<file path="config.mk">
export PLATFORM = sky130hd
export DESIGN_NAME = dedc_ctrl
export DESIGN_NICKNAME = d
export VERILOG_FILES = /design/src/verilog/dedc_ctrl.v /design/src/verilog/dedc_deglitch.v
export VERILOG_INCLUDE_DIRS = /design/src /design/src/inc
export SDC_FILE = /design/constraint.sdc
export NUM_CORES = 1
export LEC_CHECK = 0
export BUFFER_PORTS_ARGS = -buffer_cell sky130_fd_sc_hd__buf_4
export CORE_MARGIN = 2
export CORE_UTILIZATION = 55
export CTS_BUF_LIST = sky130_fd_sc_hd__clkbuf_8
export CTS_CLUSTER_DIAMETER = 40
export DETAILED_ROUTE_END_ITERATION = 10
export HOLD_SLACK_MARGIN = 0.02
export PLACE_DENSITY = 0.92
export SLEW_MARGIN = 40
export SYNTH_ARGS = -nofsm -noshare
export SYNTH_HDL_FRONTEND = slang
export SYNTH_SLANG_ARGS = --single-unit
export TNS_END_PERCENT = 5
</file>
<file path="constraint.sdc">
create_clock -name ref_clk_i -period 5.2 [get_ports ref_clk_i]
set_input_delay 0.78 -clock ref_clk_i [delete_from_list [all_inputs] [get_ports ref_clk_i]]
set_output_delay 0.78 -clock ref_clk_i [all_outputs]
set_load 0.05 [all_outputs]
</file>
<file path="src/inc/dedc_defs.vh">
`ifndef DEDC_DEFS_VH
`define DEDC_DEFS_VH

// Channel count and width of a channel select.
`define DEDC_NCH 8
`define DEDC_CHW 3

// Message mode, bits 15:14 of a 16-bit message.
`define DEDC_MODE_HI 15
`define DEDC_MODE_LO 14
`define DEDC_MODE_REG 2'h0
`define DEDC_MODE_CMD 2'h1
`define DEDC_MODE_DIAG 2'h2
`define DEDC_MODE_MON 2'h3
`define DEDC_MSG_W 16

// Reply kinds handed to the framing logic.
`define DEDC_RPL_REG 3'h0
`define DEDC_RPL_CMD 3'h2
`define DEDC_RPL_DIAG 3'h4
`define DEDC_RPL_STAT 3'h6
`define DEDC_RPL_FAULT 3'h7

// Diagnostic operation codes.
`define DEDC_OP_NONE 3'h0
`define DEDC_OP_CONT 3'h1
`define DEDC_OP_RES 3'h2
`define DEDC_OP_LSMOS 3'h3
`define DEDC_OP_HSMOS 3'h4
`define DEDC_OP_W 3

// Deglitch time in ns and the clock period in ns.
`define DEDC_DEGLITCH_NS 12000
`define DEDC_CLK_NS 4
`define DEDC_DGL_W 13
// Deglitch time in clock cycles, 12 us at the 4 ns clock, sized to the counter.
`define DEDC_DGL_CYC 13'h0BB8

// MOS diagnostic timeout in cycles.
`define DEDC_MOS_TMO 16'h0FA0
`define DEDC_TMO_W 16

// Pulse stretch timer width.
`define DEDC_PST_W 20
`define DEDC_PST_DEF 20'h7A120

`endif

</file>
<file path="src/verilog/dedc_ctrl.v">
`timescale 1ns/1ps
`default_nettype none
`include "dedc_defs.vh"

// Behaviour
// During deployment, monitor messages execute for all channels with status reply.
// During deployment, diagnostic messages are discarded and answered with fault reply.
// Enable is active high; drivers turn on only while enabled.
// Dropping enable never aborts a deployment already running.
// Drivers held off while enable is low; message handling continues; the code keeps the drivers of a running deployment on.
// MOS diagnostic runs with enable low, driver stays off, threshold bits set.
// With enable low, a deploy command cannot start the stretch timer.
// Deploy command status reports previous transfer's command bits always; the code updates it only on command-mode transfers.
// Arming signal starts the stretch timer regardless of enable.
// A running stretch timer ignores enable changes.
// Enable changes shorter than the deglitch time are ignored.
// Reply to a message is sent in the following transfer.
// Each source and sink switched by command; high pulldown follows bias.
// Current channel selected independently of monitored channel.
// Continuity diagnostic turns on bias source on selected channel.
// High pin above battery threshold flags short to battery.
// Low pin below ground threshold flags short to ground or open.
// Resistance measurement turns on measurement source and sink.
// Host checks shorts before requesting a MOS diagnostic.
// Enable dropped during MOS diagnostic keeps driver off and reports failure.
// During deployment, register messages are discarded with fault reply.
// Deglitch counter accepts a new level after a full stable period.
module dedc_ctrl #(
	parameter [`DEDC_PST_W-1:0] STRETCH_CYCLES = `DEDC_PST_DEF
) (
	input wire ref_clk_i,
	input wire rst_b_i,
	input wire ce_i,
	input wire deploy_enable_pin_i,
	input wire arm_pin_i,
	input wire msg_valid_i,
	input wire [`DEDC_MSG_W-1:0] msg_i,
	input wire [`DEDC_NCH-1:0] deploy_cmd_i,
	input wire [`DEDC_NCH-1:0] deploy_done_i,
	input wire [`DEDC_OP_W-1:0] diag_op_i,
	input wire [`DEDC_CHW-1:0] cur_ch_i,
	input wire [`DEDC_CHW-1:0] mon_ch_i,
	input wire src_on_i,
	input wire sink_on_i,
	input wire bias_on_i,
	input wire [`DEDC_NCH-1:0] sqh_above_battery_short_threshold_i,
	input wire [`DEDC_NCH-1:0] sql_below_ground_short_threshold_i,
	input wire [`DEDC_NCH-1:0] vdiff_above_i,
	output reg [`DEDC_NCH-1:0] hs_drv_o,
	output reg [`DEDC_NCH-1:0] ls_drv_o,
	output reg [`DEDC_NCH-1:0] measure_current_source_o,
	output reg [`DEDC_NCH-1:0] measure_current_sink_o,
	output reg [`DEDC_NCH-1:0] bias_current_source_o,
	output reg [`DEDC_NCH-1:0] high_pin_pulldown_o,
	output reg [`DEDC_CHW-1:0] mon_sel_o,
	output reg stretch_run_o,
	output reg deploying_o,
	output reg [`DEDC_NCH-1:0] deploy_cmd_status_o,
	output reg [2:0] reply_kind_o,
	output reg reply_valid_o,
	output reg exec_o,
	output reg [`DEDC_MSG_W-1:0] exec_msg_o,
	output reg battery_short_o,
	output reg ground_short_o,
	output reg vdiff_flag_o,
	output reg mos_fail_o,
	output reg mos_busy_o,
	output reg enable_level_o
);

	localparam [1:0] ST_IDLE = 2'h0;
	localparam [1:0] ST_CHECK = 2'h1;
	localparam [1:0] ST_RUN = 2'h2;
	localparam [1:0] ST_DONE = 2'h3;

	wire en_dgl;
	reg arm1;
	reg arm2;
	reg arm3;
	reg arm_seen;
	reg [`DEDC_PST_W-1:0] pst_cnt;
	reg [`DEDC_NCH-1:0] deploy_act;
	reg [1:0] mos_st;
	reg [`DEDC_OP_W-1:0] mos_op;
	reg [`DEDC_TMO_W-1:0] mos_cnt;
	reg mos_en_lost;
	reg [`DEDC_NCH-1:0] next_hs;
	reg [`DEDC_NCH-1:0] next_ls;
	reg [`DEDC_OP_W-1:0] cur_op;

	// One-hot decode of a channel number, used for both the current and driver paths.
	function [`DEDC_NCH-1:0] ch_onehot;
		input [`DEDC_CHW-1:0] ch;
		begin
			ch_onehot = {{(`DEDC_NCH-1){1'b0}}, 1'b1} << ch;
		end
	endfunction

	function is_mos;
		input [`DEDC_OP_W-1:0] op;
		begin
			is_mos = (op == `DEDC_OP_LSMOS) || (op == `DEDC_OP_HSMOS);
		end
	endfunction

	dedc_deglitch i_dedc_deglitch (
		.ref_clk_i(ref_clk_i),
		.rst_b_i(rst_b_i),
		.ce_i(ce_i),
		.pin_i(deploy_enable_pin_i),
		.level_o(en_dgl)
	);

	wire [1:0] mode = msg_i[`DEDC_MODE_HI:`DEDC_MODE_LO];
	wire deploy_any = |deploy_act;
	wire arm_ok = arm2 & arm3;
	wire arm_rise = arm_ok & ~arm_seen;
	wire cmd_any = msg_valid_i && (mode == `DEDC_MODE_CMD) && (|deploy_cmd_i);
	wire pst_start = arm_rise | (cmd_any & en_dgl);
	wire pst_run = (pst_cnt != {`DEDC_PST_W{1'b0}});

	// Arming line is a pin: three stages, accepted when stages two and three agree.
	always @(posedge ref_clk_i or negedge rst_b_i) begin
		if (!rst_b_i) begin
			arm1 <= 1'b0;
			arm2 <= 1'b0;
			arm3 <= 1'b0;
			arm_seen <= 1'b0;
		end else if (ce_i) begin
			arm1 <= arm_pin_i;
			arm2 <= arm1;
			arm3 <= arm2;
			if (arm2 == arm3) begin
				arm_seen <= arm3;
			end
		end
	end

	// Once started the timer counts out on its own; enable is not looked at here.
	always @(posedge ref_clk_i or negedge rst_b_i) begin
		if (!rst_b_i) begin
			pst_cnt <= {`DEDC_PST_W{1'b0}};
		end else if (ce_i) begin
			if (pst_start && !pst_run) begin
				pst_cnt <= STRETCH_CYCLES;
			end else if (pst_run) begin
				pst_cnt <= pst_cnt - 1'b1;
			end
		end
	end

	// A deployment latches while enabled and runs until the firing logic reports its end.
	always @(posedge ref_clk_i or negedge rst_b_i) begin
		if (!rst_b_i) begin
			deploy_act <= {`DEDC_NCH{1'b0}};
		end else if (ce_i) begin
			deploy_act <= (deploy_act & ~deploy_done_i)
				| ((cmd_any && en_dgl && (pst_run || pst_start)) ? deploy_cmd_i : {`DEDC_NCH{1'b0}});
		end
	end

	// Message handling: the reply kind is registered and sent in the next transfer.
	always @(posedge ref_clk_i or negedge rst_b_i) begin
		if (!rst_b_i) begin
			reply_kind_o <= `DEDC_RPL_REG;
			reply_valid_o <= 1'b0;
			exec_o <= 1'b0;
			exec_msg_o <= {`DEDC_MSG_W{1'b0}};
			deploy_cmd_status_o <= {`DEDC_NCH{1'b0}};
		end else if (ce_i) begin
			exec_o <= 1'b0;
			reply_valid_o <= msg_valid_i;
			if (msg_valid_i) begin
				exec_msg_o <= msg_i;
				if (mode == `DEDC_MODE_CMD) begin
					deploy_cmd_status_o <= deploy_cmd_i;
				end
				case (mode)
					`DEDC_MODE_REG: begin
						reply_kind_o <= deploy_any ? `DEDC_RPL_FAULT : `DEDC_RPL_REG;
						exec_o <= ~deploy_any;
					end
					`DEDC_MODE_CMD: begin
						reply_kind_o <= `DEDC_RPL_CMD;
						exec_o <= 1'b1;
					end
					`DEDC_MODE_DIAG: begin
						reply_kind_o <= deploy_any ? `DEDC_RPL_FAULT : `DEDC_RPL_DIAG;
						exec_o <= ~deploy_any;
					end
					default: begin
						reply_kind_o <= `DEDC_RPL_STAT;
						exec_o <= 1'b1;
					end
				endcase
			end
		end
	end

	// Diagnostic messages are only taken outside deployment.
	always @* begin
		cur_op = `DEDC_OP_NONE;
		if (msg_valid_i && mode == `DEDC_MODE_DIAG && !deploy_any) begin
			cur_op = diag_op_i;
		end
	end

	// MOS diagnostic sequencer; a missing enable fails the test rather than firing.
	always @(posedge ref_clk_i or negedge rst_b_i) begin
		if (!rst_b_i) begin
			mos_st <= ST_IDLE;
			mos_op <= `DEDC_OP_NONE;
			mos_cnt <= {`DEDC_TMO_W{1'b0}};
			mos_en_lost <= 1'b0;
			mos_fail_o <= 1'b0;
			mos_busy_o <= 1'b0;
		end else if (ce_i) begin
			case (mos_st)
				ST_IDLE: begin
					mos_busy_o <= 1'b0;
					if (is_mos(cur_op)) begin
						mos_op <= cur_op;
						mos_en_lost <= ~en_dgl;
						mos_fail_o <= 1'b0;
						mos_busy_o <= 1'b1;
						mos_st <= ST_CHECK;
					end
				end
				ST_CHECK: begin
					mos_cnt <= `DEDC_MOS_TMO;
					if (sqh_above_battery_short_threshold_i[cur_ch_i] || sql_below_ground_short_threshold_i[cur_ch_i]) begin
						mos_fail_o <= 1'b1;
						mos_st <= ST_DONE;
					end else begin
						mos_st <= ST_RUN;
					end
				end
				ST_RUN: begin
					if (!en_dgl) begin
						mos_en_lost <= 1'b1;
					end
					if (sqh_above_battery_short_threshold_i[cur_ch_i] || sql_below_ground_short_threshold_i[cur_ch_i] || vdiff_above_i[cur_ch_i]) begin
						mos_fail_o <= mos_en_lost | ~en_dgl;
						mos_st <= ST_DONE;
					end else if (mos_cnt == {`DEDC_TMO_W{1'b0}}) begin
						mos_fail_o <= 1'b1;
						mos_st <= ST_DONE;
					end else begin
						mos_cnt <= mos_cnt - 1'b1;
					end
				end
				default: begin
					mos_busy_o <= 1'b0;
					mos_st <= ST_IDLE;
				end
			endcase
		end
	end

	// Driver gating: enable low holds every driver off, but an active deployment keeps firing.
	always @* begin
		next_hs = deploy_act;
		next_ls = deploy_act;
		if (mos_st == ST_RUN && en_dgl && !mos_en_lost) begin
			if (mos_op == `DEDC_OP_HSMOS) begin
				next_hs = next_hs | ch_onehot(cur_ch_i);
			end else begin
				next_ls = next_ls | ch_onehot(cur_ch_i);
			end
		end
	end

	always @(posedge ref_clk_i or negedge rst_b_i) begin
		if (!rst_b_i) begin
			hs_drv_o <= {`DEDC_NCH{1'b0}};
			ls_drv_o <= {`DEDC_NCH{1'b0}};
			measure_current_source_o <= {`DEDC_NCH{1'b0}};
			measure_current_sink_o <= {`DEDC_NCH{1'b0}};
			bias_current_source_o <= {`DEDC_NCH{1'b0}};
			high_pin_pulldown_o <= {`DEDC_NCH{1'b0}};
			mon_sel_o <= {`DEDC_CHW{1'b0}};
			battery_short_o <= 1'b0;
			ground_short_o <= 1'b0;
			vdiff_flag_o <= 1'b0;
			stretch_run_o <= 1'b0;
			deploying_o <= 1'b0;
			enable_level_o <= 1'b0;
		end else if (ce_i) begin
			hs_drv_o <= next_hs;
			ls_drv_o <= next_ls;
			stretch_run_o <= pst_run;
			deploying_o <= deploy_any;
			enable_level_o <= en_dgl;
			mon_sel_o <= mon_ch_i;
			if (cur_op != `DEDC_OP_NONE) begin
				measure_current_source_o <= (src_on_i || cur_op == `DEDC_OP_RES) ?
					ch_onehot(cur_ch_i) : {`DEDC_NCH{1'b0}};
				measure_current_sink_o <= (sink_on_i || cur_op == `DEDC_OP_RES) ?
					ch_onehot(cur_ch_i) : {`DEDC_NCH{1'b0}};
				bias_current_source_o <= (bias_on_i || cur_op == `DEDC_OP_CONT || is_mos(cur_op)) ?
					ch_onehot(cur_ch_i) : {`DEDC_NCH{1'b0}};
				high_pin_pulldown_o <= (bias_on_i || cur_op == `DEDC_OP_CONT || is_mos(cur_op)) ?
					ch_onehot(cur_ch_i) : {`DEDC_NCH{1'b0}};
			end
			// Comparators are sampled on the monitored channel, not the driven one.
			battery_short_o <= sqh_above_battery_short_threshold_i[mon_ch_i];
			ground_short_o <= sql_below_ground_short_threshold_i[mon_ch_i];
			vdiff_flag_o <= vdiff_above_i[mon_ch_i];
		end
	end

endmodule // dedc_ctrl
`default_nettype wire

</file>
<file path="src/verilog/dedc_deglitch.v">
`timescale 1ns/1ps
`default_nettype none
`include "dedc_defs.vh"

module dedc_deglitch #(
	parameter [`DEDC_DGL_W-1:0] CYCLES = `DEDC_DGL_CYC
) (
	input wire ref_clk_i,
	input wire rst_b_i,
	input wire ce_i,
	input wire pin_i,
	output reg level_o
);

	reg sync1;
	reg sync2;
	reg sync3;
	reg [`DEDC_DGL_W-1:0] cnt;

	// The first stage is read only by the second; the change is judged on stages two and three.
	always @(posedge ref_clk_i or negedge rst_b_i) begin
		if (!rst_b_i) begin
			sync1 <= 1'b0;
			sync2 <= 1'b0;
			sync3 <= 1'b0;
			cnt <= {`DEDC_DGL_W{1'b0}};
			level_o <= 1'b0;
		end else if (ce_i) begin
			sync1 <= pin_i;
			sync2 <= sync1;
			sync3 <= sync2;
			if (sync2 != sync3 || sync3 == level_o) begin
				cnt <= {`DEDC_DGL_W{1'b0}};
			end else if (cnt >= CYCLES - 1'b1) begin
				level_o <= sync3;
				cnt <= {`DEDC_DGL_W{1'b0}};
			end else begin
				cnt <= cnt + 1'b1;
			end
		end
	end

endmodule // dedc_deglitch
`default_nettype wire

</file>
# [After elaboration in Yosys (flattened, before gate mapping)]
# Index checks and enable logic that the tools add are counted.
[word_totals] word_cells=167 ff_bits=151 latchBits=0 out_inout_bits=88 n_memories=0 mem_bits_ro=0 ramBits=0
[op_classes] n_bitwise=14 mux=48 div_mod_pow=0 eq_ne=18 addsub=3 shifts=1 n_mul=0 reduce_logical=46 magnitude_cmp=3
[op_table] cell="$mux 8" n=8
[op_table] cell="$mux 20" n=2
[op_table] cell="$mux 16" n=2
[op_table] cell="$pmux 16 s2" n=1
[op_table] cell="$mux 13" n=2
[op_table] cell="$reduce_bool 20->1" n=1
[op_table] cell="$sub 20x1->20 const B" n=1
[op_table] cell="$bmux 1 s3" n=6
[op_table] cell="$logic_not 16->1" n=1
[op_table] cell="$mux 1" n=16
[op_table] cell="$or 8x8->8" n=2
[op_table] cell="$reduce_or 8->1" n=2
[op_table] cell="$sub 16x1->16 const B" n=1
[op_table] cell="$add 13x1->13 const B" n=1
[op_table] cell="$ge 13x12->1 const B" n=1
[op_table] cell="$reduce_and 3->1" n=4
[op_table] cell="$ne 2x2->1 const B" n=5
[op_table] cell="$reduce_and 2->1" n=5
[op_table] cell="$logic_and 1x1->1" n=9
[op_table] cell="$logic_or 1x1->1" n=9
[op_table] cell="$pmux 3 s3" n=1
[op_table] cell="$and 8x8->8" n=1
[op_table] cell="$lt 3x4->1 const B" n=2
[op_table] cell="$mux 2" n=4
[op_table] cell="24 further kinds" n=46

# [Logic depth before layout (Yosys ltp)]
[logic_depth] word_depth=9 mapped_depth=9 ltp_nobuf=8

# [Modules after synthesis]
# From an unflattened synthesis, not the netlist that was laid out.
[hier_totals] hier_cells=746 area_unflattened_um2=7420.9
[by_module_without_submodules] module="dedc_ctrl" area_per_inst_um2=6495.0 instances=1 cells_each=654 seq_area_each_um2=3353.2
[by_module_without_submodules] module="dedc_deglitch" area_per_inst_um2=925.9 instances=1 cells_each=92 seq_area_each_um2=425.4

# [Worst setup path after synthesis]
# OpenSTA, ideal clock, no wires.
[synth_timing] path_kind="input to register" from="input port cur_ch_i[1]" to="register mos_cnt[14]" stages=8 arrival_time_ns=2.967 required_time_ns=5.134 slack_ns=2.167 n_path_buf=2 setup_ns=0.066 cell_sequence="clkbuf_1 mux4_2 mux2i_1 nand2_1 or3_1 clkbuf_1 or4_1 nand2_1"
[synth_via] elab_chain_cells=6 word_cells_on_any_way=10
[synth_lines] item="start: declaration" line="dedc_ctrl.v:41" text="input wire [`DEDC_CHW-1:0] cur_ch_i,"
[synth_lines] item="$bmux 1 s3" line="dedc_ctrl.v:242" text="if (sqh_above_battery_short_threshold_i[cur_ch_i] || sql_below_ground_short_threshold_i[cur_ch_i] || vdiff_abo ..."
[synth_lines] item="$mux 1 (implied by the code)" line="dedc_ctrl.v:242"
[synth_lines] item="$logic_or 1x1->1" line="dedc_ctrl.v:242"
[synth_lines] item="$logic_or 1x1->1 (*)" line="dedc_ctrl.v:242"
[synth_lines] item="$ne 2x2->1 (no line) (*)"
[synth_lines] item="$reduce_and 4->1 (no line) (*)"
[synth_lines] item="end signal: assignment" line="dedc_ctrl.v:213" text="mos_cnt <= {`DEDC_TMO_W{1'b0}};"
[synth_lines] item="end signal: assignment" line="dedc_ctrl.v:230" text="mos_cnt <= `DEDC_MOS_TMO;"
[synth_lines] item="end signal: assignment" line="dedc_ctrl.v:249" text="mos_cnt <= mos_cnt - 1'b1;"
[synth_lines] item="end: declaration" line="dedc_ctrl.v:85" text="reg [`DEDC_TMO_W-1:0] mos_cnt;"
# Mark *: on every way between the ends. The rest lies on a longest branch, timed or not. The select of a mux whose other input is x is not followed.
# A chain may end at the register's enable or synchronous reset.

# [Final worst setup path]
[layout_timing] from="input port ce_i" to="register pst_cnt[9]"
[layout_via] elab_chain_cells=1
[layout_lines] item="start: declaration" line="dedc_ctrl.v:33" text="input wire ce_i,"
[layout_lines] item="$reduce_and 2->1 (no line)"
[layout_lines] item="end signal: assignment" line="dedc_ctrl.v:142" text="pst_cnt <= {`DEDC_PST_W{1'b0}};"
[layout_lines] item="end signal: assignment" line="dedc_ctrl.v:147" text="pst_cnt <= pst_cnt - 1'b1;"
[layout_lines] item="end: declaration" line="dedc_ctrl.v:81" text="reg [`DEDC_PST_W-1:0] pst_cnt;"
# Every way passes these cells.

==> results.txt <==
Ratio of cells with drive above 1 in the final layout - 0.278
Synth cell types - 63
Master of the slowest instance on the critical path - nor2_1
Maximum VDD drop - 0.208 mV
Rel. slew slack - 0.518
WL final - 17.6 mm
Most used DFF post-synth - dfrtp_1
Sequential area share after synthesis - 0.522
Setup CP Type - input port to flip-flop
# setup viols final - 0
CP endpoint kind - flip-flop
First-pass GRT wire length - 29.3 mm
GR Overflow Total - 0
WL per Instance - 16.8 um
Tcrit/Tclk final - 0.600
Crit path arrival time - 3.47 ns
Diode count - 0
Sink Count - 151
Startpoint types - input port
Largest net degree at the start of global routing - 114
Cell Chain, Critical Path - buf_4 -> nand4b_1 -> nor2_1 -> a32o_1 -> o21ai_0 -> or4_1 -> mux2_2
Full die area - 0.0141 mm2
Die H - 119 um
Drt first pass iters - 5
CTS tree - done
Lkg Pwr - 0.00419 uW
WHS - 0.193 ns
Fmax - 320 MHz
Crit path depth - 7
Root buffer cell - clkbuf_8
Hold Path Class - input port to async pin
Slew Viols, Final - 0
CP Data Required Time - 5.55 ns
GRT Overall Usage - 0.259
Power Density - 402 mW/mm2
Worst-path clk slew - 0.08 ns
Worst path top cell family by delay - simple AND/OR/NAND/NOR gates
RSZ-0062 raised after global routing - no
Worst-Margin Slew - 0.723 ns
Hpwl dp - 12.7 mm
Synth-to-Final Area Change - 23.5%
Crit path time final - 3.12 ns
Worst Setup SP - ce_i
Critical path buffers and inverters - 1
H-tree levels - 4
Vias in the first global route - 5917
Share of the synthesized area in the top cell type - 0.522
Reg2reg start - pst_cnt[7]
Dominant cells by area after synthesis - dfrtp_1, nand2_1, a21oi_1
Multi-input gate area - 0.00322 mm2
Hold Violations, Final - 0
Post-synth EDFFs - 0
Initial DRC count - 573
Fillcell total - 906
Status - finished, final reports clean
Clock tree buffer depth - 2
Post-CTS setup buffer count - 0
Initial antenna violation count - 0
CP peak stage delay - 0.72 ns
Mapped Avg Cell Area - 10.1 um2
Hold buffers post-CTS - 0
Worst Path Max Fanout - 30
Core box area - 0.0127 mm2
Row count - 41
Top Layer Used - met4
Gp weighted congestion - 0.880
Cell accounting for the most synthesized area - dfrtp_1
FF/Latch Area - 0.00378 mm2
DRT met1 WL - 7.45 mm
Yosys warns - 0
Later-pin clock latency in the skew report - 0.46 ns
Initial Util - 0.569
Async S/R FF share, synth - 1.00
Met3 Wirelength - 1.05 mm
Max cap viols - 0
FF-to-FF setup slack - 2.26 ns
Post-Synthesis Cell Area - 0.00724 mm2
Worst reg-to-reg path cell count - 6
Worst R2R End - pst_cnt[9]
Worst setup path end - pst_cnt[9]
Layout Skew - 0.0116 ns
Synth Net Count - 798
Most frequent cells after synthesis - dfrtp_1, nand2_1, nor2_1
Vias after detailed routing - 6104
IO Port Bufs - 161
Remaining DRCs - 0
Via density - 5.82
# IOs - 162
Setup Total Neg Slack - 0 ns
Die width - 119 um
Cts repair resizes - 0
Met2 WL post-DR - 8.71 mm
Mapped Cells - 715
Final nets - 947
Cts bufs inserted - 17
Flops & latches, synth - 151
Routed Antenna Nets - 0
Dominant cell by count in the synthesized netlist - dfrtp_1
stage by stage:
step            util  setup WS [ns]  power, uW  instance area, um2  instances
2_1_floorplan      -           2.17       2390                7240        715
3_3_place_gp   0.671           1.71       2730                8540       1016
3_5_place_dp   0.671           1.66       2770                8540       1016
4_1_cts        0.701           2.15       3610                8920       1048
5_1_grt        0.703           1.89       3790                8940       1049
6_report       0.703           2.08       3600                8940       1049
layout make-up:
class | instances | share of cell area
multi-input combinational | 509 | 0.360
inverter | 17 | 0.00713
timing repair buffer | 168 | 0.144
clock inverter | 12 | 0.0115
tap | 172 | 0.0241
sequential | 151 | 0.422
clock buffer | 20 | 0.0308
how the worst min path moves through the flow:
stage / startpoint / cells after the start / slack (ns) / endpoint
3_5_place_dp: pst_cnt[18] / 1 / 0.46 / pst_cnt[18]
5_1_grt: rst_b_i / 1 / 0.20 / measure_current_sink_o[1]
4_1_cts: rst_b_i / 1 / 0.40 / ls_drv_o[0]
3_3_place_gp: pst_cnt[18] / 1 / 0.45 / pst_cnt[18]
2_1_floorplan: pst_cnt[18] / 1 / 0.43 / pst_cnt[18]
6_report: rst_b_i / 1 / 0.19 / measure_current_sink_o[6]
layer usage:
layer	GRT usage	vias up
met1	0.334	2942
li1	-	2881
met3	0.0598	35
met4	0.102	0
met2	0.426	246
met5	0	-
sequential cells by signal (all words and copies together), names as in the netlist, 13 cells and up:
signal and flops:
pst_cnt 20, exec_msg_o 16, mos_cnt 16, i_dedc_deglitch.cnt 13
cells in the final DEF, fill, tap and decap left out, types with 3 or more instances in the layout:
cell	instances
buf_4	166
dfrtp_1	151
nand2_1	107
nor2_1	71
a21oi_1	54
o21ai_0	31
a22o_1	24
mux2_2	23
clkbuf_8	20
inv_1	19
or3_1	18
nand3_1	14
mux2i_1	13
o31ai_1	13
nor4_1	10
ha_1	9
mux4_2	8
a21o_1	7
or4_1	6
xnor2_1	6
or2_2	6
nor3_1	6
and3_1	6
o2bb2ai_1	6
xor2_1	5
o311ai_0	5
nand2b_1	5
o211ai_1	5
nor2b_1	3
nand4_1	3
o22ai_1	3
and2_1	3
a2111oi_0	3
nand3b_1	3
clkinv_4	3
clkinv_2	3
logic make-up (layout without fill, tap and decap cells):
logic type,after synthesis,in the layout,synth area share
compound gates,173,173,0.160
xor+xnor,11,11,0.0133
fa+ha+maj,9,9,0.0156
buf+inv,55,217,0.0340
flops,151,151,0.522
mux,45,45,0.0802
simple gates,271,271,0.175
power by group:
part / leakage (uW) / switching, uW / internal, uW / total [uW]
Combinational: 0.00209 / 761 / 431 / 1190
Sequential: 0.00190 / 186 / 1380 / 1570
Clock: 0.000197 / 428 / 413 / 841
No activity file was read; power rests on OpenSTA's default activity.
